### config.mk
export PLATFORM = sky130hd
export DESIGN_NAME = frtc_top
export DESIGN_NICKNAME = d
export VERILOG_FILES = /design/src/inc/frtc_pkg.sv /design/src/rtl/frtc_top.sv
export VERILOG_INCLUDE_DIRS = /design/src /design/src/inc
export SDC_FILE = /design/constraint.sdc
export NUM_CORES = 1
export LEC_CHECK = 0
export ABC_AREA = 1
export BUFFER_PORTS_ARGS = -buffer_cell sky130_fd_sc_hd__buf_2
export CORE_UTILIZATION = 50
export DETAILED_ROUTE_END_ITERATION = 6
export GPL_TIMING_DRIVEN = 1
export MAX_ROUTING_LAYER = met4
export PLACE_DENSITY_LB_ADDON = 0.05
export SYNTH_ARGS = -nofsm -noshare
export SYNTH_HDL_FRONTEND = slang
export SYNTH_SLANG_ARGS = --single-unit
### constraint.sdc
create_clock -name ref_clk -period 2.13 [get_ports ref_clk]
set_input_delay 0.213 -clock ref_clk [delete_from_list [all_inputs] [get_ports ref_clk]]
set_output_delay 0.213 -clock ref_clk [all_outputs]
set_load 0.1 [all_outputs]
### src/inc/frtc_cfg.svh
// constants of the free-running timer counter
`ifndef FRTC_CFG_SVH
`define FRTC_CFG_SVH
// ==========================================================
// register byte offsets
`define FRTC_OFF_CNT_HI 6'h00
`define FRTC_OFF_CNT_LO 6'h04
`define FRTC_OFF_ALT_HI 6'h08
`define FRTC_OFF_ALT_LO 6'h0C
`define FRTC_OFF_STATUS 6'h10
`define FRTC_OFF_CTRL1 6'h14
`define FRTC_OFF_CTRL2 6'h18
`define FRTC_OFF_IRQ_STAT 6'h1C
`define FRTC_OFF_IRQ_MASK 6'h20
// ==========================================================
// field positions
`define FRTC_OVF_BIT 0
`define FRTC_IRQEN_BIT 0
`define FRTC_CSEL_LSB 0
`define FRTC_CSEL_MSB 1
`define FRTC_EDGE_BIT 2
`define FRTC_IRQ_OVF_BIT 0
// ==========================================================
// reset and fixed values
`define FRTC_CNT_RESET 16'hFFFC
`define FRTC_CNT_MAX 16'hFFFF
`define FRTC_CNT_ONE 16'h0001
`define FRTC_PSC_ONE 3'h1
`define FRTC_PSC_DIV4 3'h3
`define FRTC_PSC_DIV8 3'h7
`define FRTC_RD_ZERO 32'h0000_0000
`endif

### src/inc/frtc_pkg.sv
// types shared by the free-running timer counter
package frtc_pkg;
  // ========================================================
  // clock source, in field encoding order
  typedef enum logic [1:0] {
    FRTC_DIV2,
    FRTC_DIV4,
    FRTC_DIV8,
    FRTC_EXT
  } frtc_clk_src_t;
  // ========================================================
  // timer_control_two contents
  typedef struct packed {
    logic ext_edge_select;
    frtc_clk_src_t clock_select_field;
  } frtc_ctrl2_t;
  // ========================================================
  // one bus access as seen by the decoder
  typedef struct packed {
    logic rd;
    logic wr;
    logic [5:0] addr;
    logic [7:0] data;
  } frtc_acc_t;
endpackage

### src/rtl/frtc_top.sv
// free-running 16-bit timer counter with avalon-mm register slave
`include "frtc_cfg.svh"
`timescale 1ns/1ps
`default_nettype none
module frtc_top
  import frtc_pkg::*;
#(
  parameter bit EXT_PIN_BONDED = 1'b1
) (
  input wire logic ref_clk,
  input wire logic resetn,
  input wire logic [5:0] avs_address,
  input wire logic avs_read,
  input wire logic avs_write,
  input wire logic [31:0] avs_writedata,
  input wire logic [3:0] avs_byteenable,
  output logic [31:0] avs_readdata,
  output logic avs_waitrequest,
  input wire logic ext_clock_pin,
  input wire logic halt_mode,
  input wire logic global_irq_mask,
  output logic irq
);
  // ========================================================
  // reset release
  logic [1:0] rst_sync_reg;
  logic rst_n;
  always_ff @(posedge ref_clk or negedge resetn) begin
    if (!resetn) begin
      rst_sync_reg <= 2'h0;
    end else begin
      rst_sync_reg <= {rst_sync_reg[0], 1'b1};
    end
  end
  assign rst_n = rst_sync_reg[1];

  // ========================================================
  // address decode
  function automatic logic hit(input logic [5:0] a, input logic [5:0] o);
    hit = (a == o);
  endfunction

  frtc_acc_t acc;
  logic wait_reg;
  logic [31:0] rdata_reg;
  assign acc.rd = avs_read & wait_reg;
  assign acc.wr = avs_write & wait_reg;
  assign acc.addr = avs_address;
  assign acc.data = avs_writedata[7:0];

  logic wr_b0;
  assign wr_b0 = acc.wr & avs_byteenable[0];

  logic [1:0] hit_hi;
  logic [1:0] hit_lo;
  logic hit_st, hit_c1, hit_c2, hit_is, hit_im;
  assign hit_hi[0] = hit(acc.addr, `FRTC_OFF_CNT_HI);
  assign hit_hi[1] = hit(acc.addr, `FRTC_OFF_ALT_HI);
  assign hit_lo[0] = hit(acc.addr, `FRTC_OFF_CNT_LO);
  assign hit_lo[1] = hit(acc.addr, `FRTC_OFF_ALT_LO);
  assign hit_st = hit(acc.addr, `FRTC_OFF_STATUS);
  assign hit_c1 = hit(acc.addr, `FRTC_OFF_CTRL1);
  assign hit_c2 = hit(acc.addr, `FRTC_OFF_CTRL2);
  assign hit_is = hit(acc.addr, `FRTC_OFF_IRQ_STAT);
  assign hit_im = hit(acc.addr, `FRTC_OFF_IRQ_MASK);

  // ========================================================
  // control registers
  logic irq_en_reg;
  frtc_ctrl2_t ctrl2_reg;
  logic irq_mask_reg;
  always_ff @(posedge ref_clk or negedge rst_n) begin
    if (!rst_n) begin
      irq_en_reg <= 1'b0;
      ctrl2_reg <= '0;
      irq_mask_reg <= 1'b0;
    end else begin
      if (wr_b0 && hit_c1) begin
        irq_en_reg <= acc.data[`FRTC_IRQEN_BIT];
      end
      if (wr_b0 && hit_c2) begin
        ctrl2_reg <= frtc_ctrl2_t'(acc.data[`FRTC_EDGE_BIT:0]);
      end
      if (wr_b0 && hit_im) begin
        irq_mask_reg <= acc.data[`FRTC_IRQ_OVF_BIT];
      end
    end
  end

  // ========================================================
  // tick generation
  // wait mode has no input here: the counter simply never sees it
  logic ext_in, ext_prev_reg, ext_edge;
  logic [2:0] psc_reg;
  logic [2:0] psc_next;
  logic tick;
  assign ext_in = EXT_PIN_BONDED ? ext_clock_pin : 1'b1;
  // pin treated as synchronous; rate limit is the source's job
  assign ext_edge = ctrl2_reg.ext_edge_select ?
                    (ext_in & ~ext_prev_reg) :
                    (~ext_in & ext_prev_reg);
  assign psc_next = halt_mode ? psc_reg : psc_reg + `FRTC_PSC_ONE;
  always_comb begin
    tick = 1'b0;
    case (ctrl2_reg.clock_select_field)
      FRTC_DIV2: tick = psc_reg[0];
      FRTC_DIV4: tick = (psc_reg[1:0] == `FRTC_PSC_DIV4);
      FRTC_DIV8: tick = (psc_reg == `FRTC_PSC_DIV8);
      FRTC_EXT: tick = ext_edge;
      default: tick = 1'b0;
    endcase
    if (halt_mode) begin
      tick = 1'b0;
    end
  end
  always_ff @(posedge ref_clk or negedge rst_n) begin
    if (!rst_n) begin
      psc_reg <= 3'h0;
      ext_prev_reg <= 1'b1;
    end else begin
      psc_reg <= psc_next;
      ext_prev_reg <= ext_in;
    end
  end

  // ========================================================
  // counter, single clock edge for every update
  logic [15:0] cnt_reg;
  logic [15:0] cnt_next;
  logic reload, ovf_evt;
  assign reload = wr_b0 & (hit_lo[0] | hit_lo[1]);
  assign ovf_evt = tick & ~reload & (cnt_reg == `FRTC_CNT_MAX);
  assign cnt_next = reload ? `FRTC_CNT_RESET :
                    tick ? cnt_reg + `FRTC_CNT_ONE : cnt_reg;
  always_ff @(posedge ref_clk or negedge rst_n) begin
    if (!rst_n) begin
      cnt_reg <= `FRTC_CNT_RESET;
    end else begin
      cnt_reg <= cnt_next;
    end
  end

  // ========================================================
  // buffered 16-bit read, one latch per view
  logic [1:0] lock_reg;
  logic [7:0] lo_buf_reg [2];
  logic [7:0] lo_view [2];
  genvar v;
  generate
    for (v = 0; v < 2; v++) begin : g_view
      always_ff @(posedge ref_clk or negedge rst_n) begin
        if (!rst_n) begin
          lock_reg[v] <= 1'b0;
          lo_buf_reg[v] <= 8'h00;
        end else if (acc.rd && hit_lo[v]) begin
          lock_reg[v] <= 1'b0;
        end else if (acc.rd && hit_hi[v] && !lock_reg[v]) begin
          lock_reg[v] <= 1'b1;
          lo_buf_reg[v] <= cnt_reg[7:0];
        end
      end
      assign lo_view[v] = lock_reg[v] ? lo_buf_reg[v] : cnt_reg[7:0];
    end
  endgenerate

  // ========================================================
  // overflow flag with two-step clear
  logic flag_reg, armed_reg;
  logic main_lo_acc;
  // alternate low byte is deliberately not part of this term
  assign main_lo_acc = (acc.rd | acc.wr) & hit_lo[0];
  always_ff @(posedge ref_clk or negedge rst_n) begin
    if (!rst_n) begin
      flag_reg <= 1'b0;
      armed_reg <= 1'b0;
    end else begin
      if (ovf_evt) begin
        flag_reg <= 1'b1;
      end else if (armed_reg && main_lo_acc) begin
        flag_reg <= 1'b0;
      end
      if (main_lo_acc) begin
        armed_reg <= 1'b0;
      end else if (acc.rd && hit_st && flag_reg) begin
        armed_reg <= 1'b1;
      end
    end
  end

  // ========================================================
  // interrupt: sticky status, write one to clear
  logic istat_reg;
  logic irq_reg;
  logic istat_clr;
  assign istat_clr = wr_b0 & hit_is & acc.data[`FRTC_IRQ_OVF_BIT];
  always_ff @(posedge ref_clk or negedge rst_n) begin
    if (!rst_n) begin
      istat_reg <= 1'b0;
      irq_reg <= 1'b0;
    end else begin
      istat_reg <= ovf_evt | (istat_reg & ~istat_clr);
      // stays pending until enable, mask register and cpu mask allow it
      irq_reg <= istat_reg & irq_mask_reg & irq_en_reg & ~global_irq_mask;
    end
  end
  assign irq = irq_reg;

  // ========================================================
  // read mux and bus handshake
  logic [31:0] rd_mux;
  assign rd_mux =
    hit_hi[0] ? {24'h00_0000, cnt_reg[15:8]} :
    hit_hi[1] ? {24'h00_0000, cnt_reg[15:8]} :
    hit_lo[0] ? {24'h00_0000, lo_view[0]} :
    hit_lo[1] ? {24'h00_0000, lo_view[1]} :
    hit_st ? {31'h0000_0000, flag_reg} :
    hit_c1 ? {31'h0000_0000, irq_en_reg} :
    hit_c2 ? {29'h0000_0000, ctrl2_reg} :
    hit_is ? {31'h0000_0000, istat_reg} :
    hit_im ? {31'h0000_0000, irq_mask_reg} : `FRTC_RD_ZERO;
  // fixed two-cycle answer keeps the slave free of stall logic
  always_ff @(posedge ref_clk or negedge rst_n) begin
    if (!rst_n) begin
      wait_reg <= 1'b1;
      rdata_reg <= `FRTC_RD_ZERO;
    end else begin
      wait_reg <= ~(acc.rd | acc.wr);
      if (acc.rd) begin
        rdata_reg <= rd_mux;
      end
    end
  end
  assign avs_waitrequest = wait_reg;
  assign avs_readdata = rdata_reg;
endmodule
`default_nettype wire

# Word level (Yosys, flattened, before mapping)
# Cells that the tools add are included.
op_classes:
  addsub: 2
  n_mux: 24
  div: 0
  n_bitwise: 26
  reduce_logical: 23
  n_shift: 0
  order_cmp: 0
  n_eq_ne: 14
  n_mul: 0
op_table:
  columns: ["op", "count"]
  rows:
  - ["two-way mux 8 bit", 6]
  - ["two-way mux 16 bit", 2]
  - ["equality test 6 x 5 -> 1 bit (second input constant)", 4]
  - ["adder 16 x 1 -> 16 bit (second input constant)", 1]
  - ["equality test 16 bit (second input constant)", 1]
  - ["AND 1 bit", 15]
  - ["equality test 6 x 4 -> 1 bit (second input constant)", 2]
  - ["logical AND 1 bit", 12]
  - ["two-way mux 1 bit", 12]
  - ["nonzero test 2 bit", 5]
  - ["two-way mux 3 bit", 3]
  - ["NOT 1 bit", 8]
  - ["equality test 2 bit (second input constant)", 3]
  - ["equality test 6 x 3 -> 1 bit (second input constant)", 1]
  - ["equality test 6 bit (second input constant)", 1]
  - ["logical NOT 6 bit", 1]
  - ["one-hot mux 1 bit (4 select lines)", 1]
  - ["AND reduction 2 bit", 2]
  - ["adder 3 x 1 -> 3 bit (second input constant)", 1]
  - ["equality test 3 bit (second input constant)", 1]
  - ["bitwise OR 1 bit", 3]
  - ["equality test 2 x 1 -> 1 bit (second input constant)", 1]
  - ["logical NOT 1 bit", 2]
  - ["logical NOT 2 bit", 1]
totals:
  latch_bits: 0
  word_cells: 107
  ramBits: 0
  out_inout_bits: 34
  n_memories: 0
  inputBits: 49
  regBits: 82
  mem_bits_ro: 0

# Longest topological paths before layout
logic_depth:
  depth_word: 10
  mapped_depth: 11
  depth_no_buf: 10

# Worst setup path after synthesis
# OpenSTA, ideal clock, no wires.
synth_timing:
  path_kind: "register -> register"
  start: "register wait_reg (netlist: avs_waitrequest)"
  end: "register flag_reg"
  path_stages_with_launch: 7
  setup_time_ns: 0.126
  setup_slack_ns: 0.295
  t_required_ns: 2.004
  path_buffers: 1
  arrival_ns: 1.709
  period_less_slack_ns: 1.835
  cell_sequence: "dfstp_2 -> nand2_1 -> inv_1 -> clkbuf_1 -> nor2_1 -> nor3_1 -> o21ai_0"
synth_between:
  elab_chain_cells: 7
  elab_cells_between_ends: 12
  cone_classes: "mux (1); bitwise (9); reduce/logical (2)"
synth_lines:
  columns: ["item", "line_no", "source"]
  rows:
  - ["start, declared", "frtc_top.sv:44", "logic wait_reg;"]
  - ["start signal, assigned", "frtc_top.sv:227", "wait_reg <= ~(acc.rd | acc.wr);"]
  - ["AND 1 bit", "frtc_top.sv:47", "assign acc.wr = avs_write & wait_reg;"]
  - ["AND 1 bit", "frtc_top.sv:52", "assign wr_b0 = acc.wr & avs_byteenable[0];"]
  - ["AND 1 bit", "frtc_top.sv:131", "assign reload = wr_b0 & (hit_lo[0] | hit_lo[1]);"]
  - ["NOT 1 bit", "frtc_top.sv:132", "assign ovf_evt = tick & ~reload & (cnt_reg == `FRTC_CNT_MAX);"]
  - ["AND 1 bit (2 in a row)", "frtc_top.sv:132", null]
  - ["two-way mux 1 bit / nonzero test 2 bit (equally long branches)", null, null]
  - ["end signal, assigned", "frtc_top.sv:174", "flag_reg <= 1'b0;"]
  - ["end signal, assigned", "frtc_top.sv:178", "flag_reg <= 1'b1;"]
  - ["end signal, assigned", "frtc_top.sv:180", "flag_reg <= 1'b0;"]
  - ["end, declared", "frtc_top.sv:168", "logic flag_reg, armed_reg;"]
# Several ways; a longest one is shown, not always the timed one.
# A chain may end at the register's enable or synchronous reset.

# Worst setup path in the final report
layout_timing:
  start: "register psc_reg[0]"
  end: "register cnt_reg[13]"
layout_between:
  elab_chain_cells: 4
  elab_cells_between_ends: 5
  cone_classes: "eq/ne (2); mux (2); reduce/logical (1)"
layout_lines:
  columns: ["item", "line_no", "source"]
  rows:
  - ["start, declared", "frtc_top.sv:94", "logic [2:0] psc_reg;"]
  - ["start signal, assigned", "frtc_top.sv:121", "psc_reg <= psc_next;"]
  - ["equality test 3 bit (no line) / equality test 2 bit (equally long branches)", null, null]
  - ["one-hot mux 1 bit (4 select lines) (*)", "frtc_top.sv:105", "case (ctrl2_reg.clock_select_field)"]
  - ["two-way mux 1 bit (*)", "frtc_top.sv:112", "if (halt_mode) begin"]
  - ["nonzero test 2 bit (no line) (*)", null, null]
  - ["end signal, assigned", "frtc_top.sv:137", "cnt_reg <= `FRTC_CNT_RESET;"]
  - ["end signal, assigned", "frtc_top.sv:139", "cnt_reg <= cnt_next;"]
  - ["end, declared", "frtc_top.sv:128", "logic [15:0] cnt_reg;"]
# Mark *: on every way between the ends. The rest lies on a longest branch, timed or not.

==> impl_metrics.ini <==
[outcome]
outcome = completed

[synthesis]
synth-main-ff-cell = dfrtp_1
ys_ff_latch = 58
yosysTopAreaCell = dfrtp_1
syn_area_um2 = 3268
synth_edf_count = 0
ys.warnings.count = 0
syn_inst = 417
synth_top_area_share_pct = 32.16
synthTopCellsByArea = dfrtp_1, dfstp_2, nand2_1
yosys.cell_types.count = 33
seq_area_frac_synth_pct = 45.02
synth_area_per_cell_um2 = 7.837
ys_async_sr_fraction_pct = 100.0

[cells_and_area]
drive_gt1_share_pct = 16.85
final_nets = 504
fillerInstances = 605
final_common_cell = nand2_1
final_cell_mix = nand2_1, o21ai_0, inv_1, dfrtp_1, nor2_1
diodes = 0
syn2layout_area_growth_pct = 10.95

[timing]
hold_viol_final = 0
slew_viol_final = 0
holdWs_ns = 0.02132
rsz0062_at_grt = no
fin_setup_tns_ns = 0
finClkSkew_ns = 0.008833
relSlewSlack_pct = 51.78
worstMarginPinSlew_ns = 0.7234
max_clock_freq_mhz = 550.5
fin_crit_ns = 1.817
finalCritPeriodShare_pct = 85.29
setup_viol = 0

[clock_tree]
cts_tree = built
cts.sinks = 58
insertion_delay_ns = 0.33
cts_buffers = 9
hold_buffers = 2
post_cts_resize_count = 0
cts-root-buf = clkbuf_8
htree_levels = 3
clk_path_buf_depth = 2
post-cts-setup-buffers = 0
cts.clk_slew.worst_paths_ns = 0.07

[floorplanning]
initial_utilization_pct = 51.76
rows = 29
die_area_um2 = 6863
fp.dieH_um = 82.85
io_pins = 83
die_x_um = 82.85
core_area_um2 = 6314

[drt]
dr.pass1.iters = 4
num_vias = 2760
drc = 0
drt_iter0_markers = 181
wirelength_mm = 7.400
viasPerCell = 5.169
wl_per_cell_um = 13.86
ant_nets = 0

[worst_setup_path]
cp_top_family = compound AO/OA/AOI/OAI gates
startpoint = psc_reg[0]
arrival_ns = 2.06
required_ns = 2.37
crit_fanout = 13
worst-path-buf-inv = 1
endpoint_kind = flip-flop
cp_cell_sequence = ha_1 > ha_1 > a21oi_1 > o21ai_0 > nand2_1 > buf_4 > nand2_4 > o21ai_0
crit_slowest_cell = dfrtp_1
worstSetupPathType = flip-flop to flip-flop
cp.depth = 8
rr_startpoint = psc_reg[0]
reg2regPathDepth = 8
start_kind = flip-flop
critPathMaxStageDelay_ns = 0.41

[global_routing]
grt_max_degree = 57
overflow = 0
grt.total_usage_pct = 23.66
grt_pass1_wl_mm = 12.63
first_global_vias = 2606
antenna_found_initial = 0

[min_path]
holdPathStages = 2
hold_path.class = input port to flip-flop
min_from = global_irq_mask

[power]
vdd_drop_max_mv = 0.7862
pwr_density_cell_nw_per_um2 = 1085
p_leak_nw = 1.718

[placed_design]
globalplace.congestion = 0.9364
dp_hpwl_mm = 5.278
port_buffers = 26

[run]
cap_violations = 0
cells by family after synthesis:
logic type	after synthesis	share of synthesized area [%]
xor gates and xnor gates	4	1.072
and+or+nand+nor	191	26.34
DFF	58	45.02
buffers and inverters	76	12.25
AOI/OAI and AO/OA	83	13.94
adders and majority gates	3	1.149
other	2	0.2298
where the power goes:
| part | total [mW] | switching (mW) | internal (mW) | leakage, nW |
|---|---|---|---|---|
| sequential | 1.61 | 0.219 | 1.40 | 0.699 |
| combinational | 1.18 | 0.910 | 0.272 | 0.912 |
| clock | 1.14 | 0.474 | 0.663 | 0.107 |
| total | 3.93 | 1.60 | 2.33 | 1.72 |
Yosys cell counts (2+ instances only):
library cell	number
nor2_4	3
inv_1	42
o21ai_0	52
ha_1	3
nor2_1	32
clkbuf_1	6
conb_1	2
o21a_1	2
nand4_1	11
a31oi_1	7
nand2_4	2
buf_4	24
xnor2_1	2
nand3_1	30
dfstp_2	16
nand2_1	101
xor2_1	2
a21oi_1	15
dfrtp_1	42
nor3_1	7
o21ai_2	2
o211ai_1	3
through the flow:
step / instances / cell area, µm² / power (mW) / utilization, % / worst slack, ns
floorplan: 440 / 3354 / 2.571 / - / 0.2951
global placement: 516 / 3388 / 2.786 / 53.67 / 0.3373
detailed placement: 516 / 3388 / 2.809 / 53.67 / 0.3464
CTS: 534 / 3626 / 3.950 / 57.43 / 0.3086
global route: 534 / 3626 / 4.161 / 57.43 / 0.09082
finish: 534 / 3626 / 3.934 / 57.43 / 0.3134
metal layers:
layer  vias up  track usage, %  wire, µm
met5         -               -         0
met4         0           7.837        90
met3        10           4.374       346
met2        63           33.83      3268
met1      1291           34.01      3695
li1       1396               -         -
final timing paths:
path	to	slack [ns]
worst min-delay path	irq	0.02
worst max-delay path	cnt_reg[13]	0.31
worst max register to register	cnt_reg[13]	0.31
max in group asynchronous	lo_buf_reg[13]	1.24
min in group asynchronous	rst_sync_reg[1]	0.18
worst min register to register	rst_sync_reg[1]	0.36
layout make-up:
type / instances / area, µm² / area share [%]
sequential: 58 / 1473 / 40.61
tap: 77 / 96.34 / 2.657
clock buffer: 10 / 127.6 / 3.520
multi-input combinational: 306 / 1483 / 40.89
clock inverter: 6 / 90.09 / 2.484
timing repair buffer: 34 / 195.2 / 5.383
inverter: 43 / 161.4 / 4.451
(Power assumes the default switching activity.)
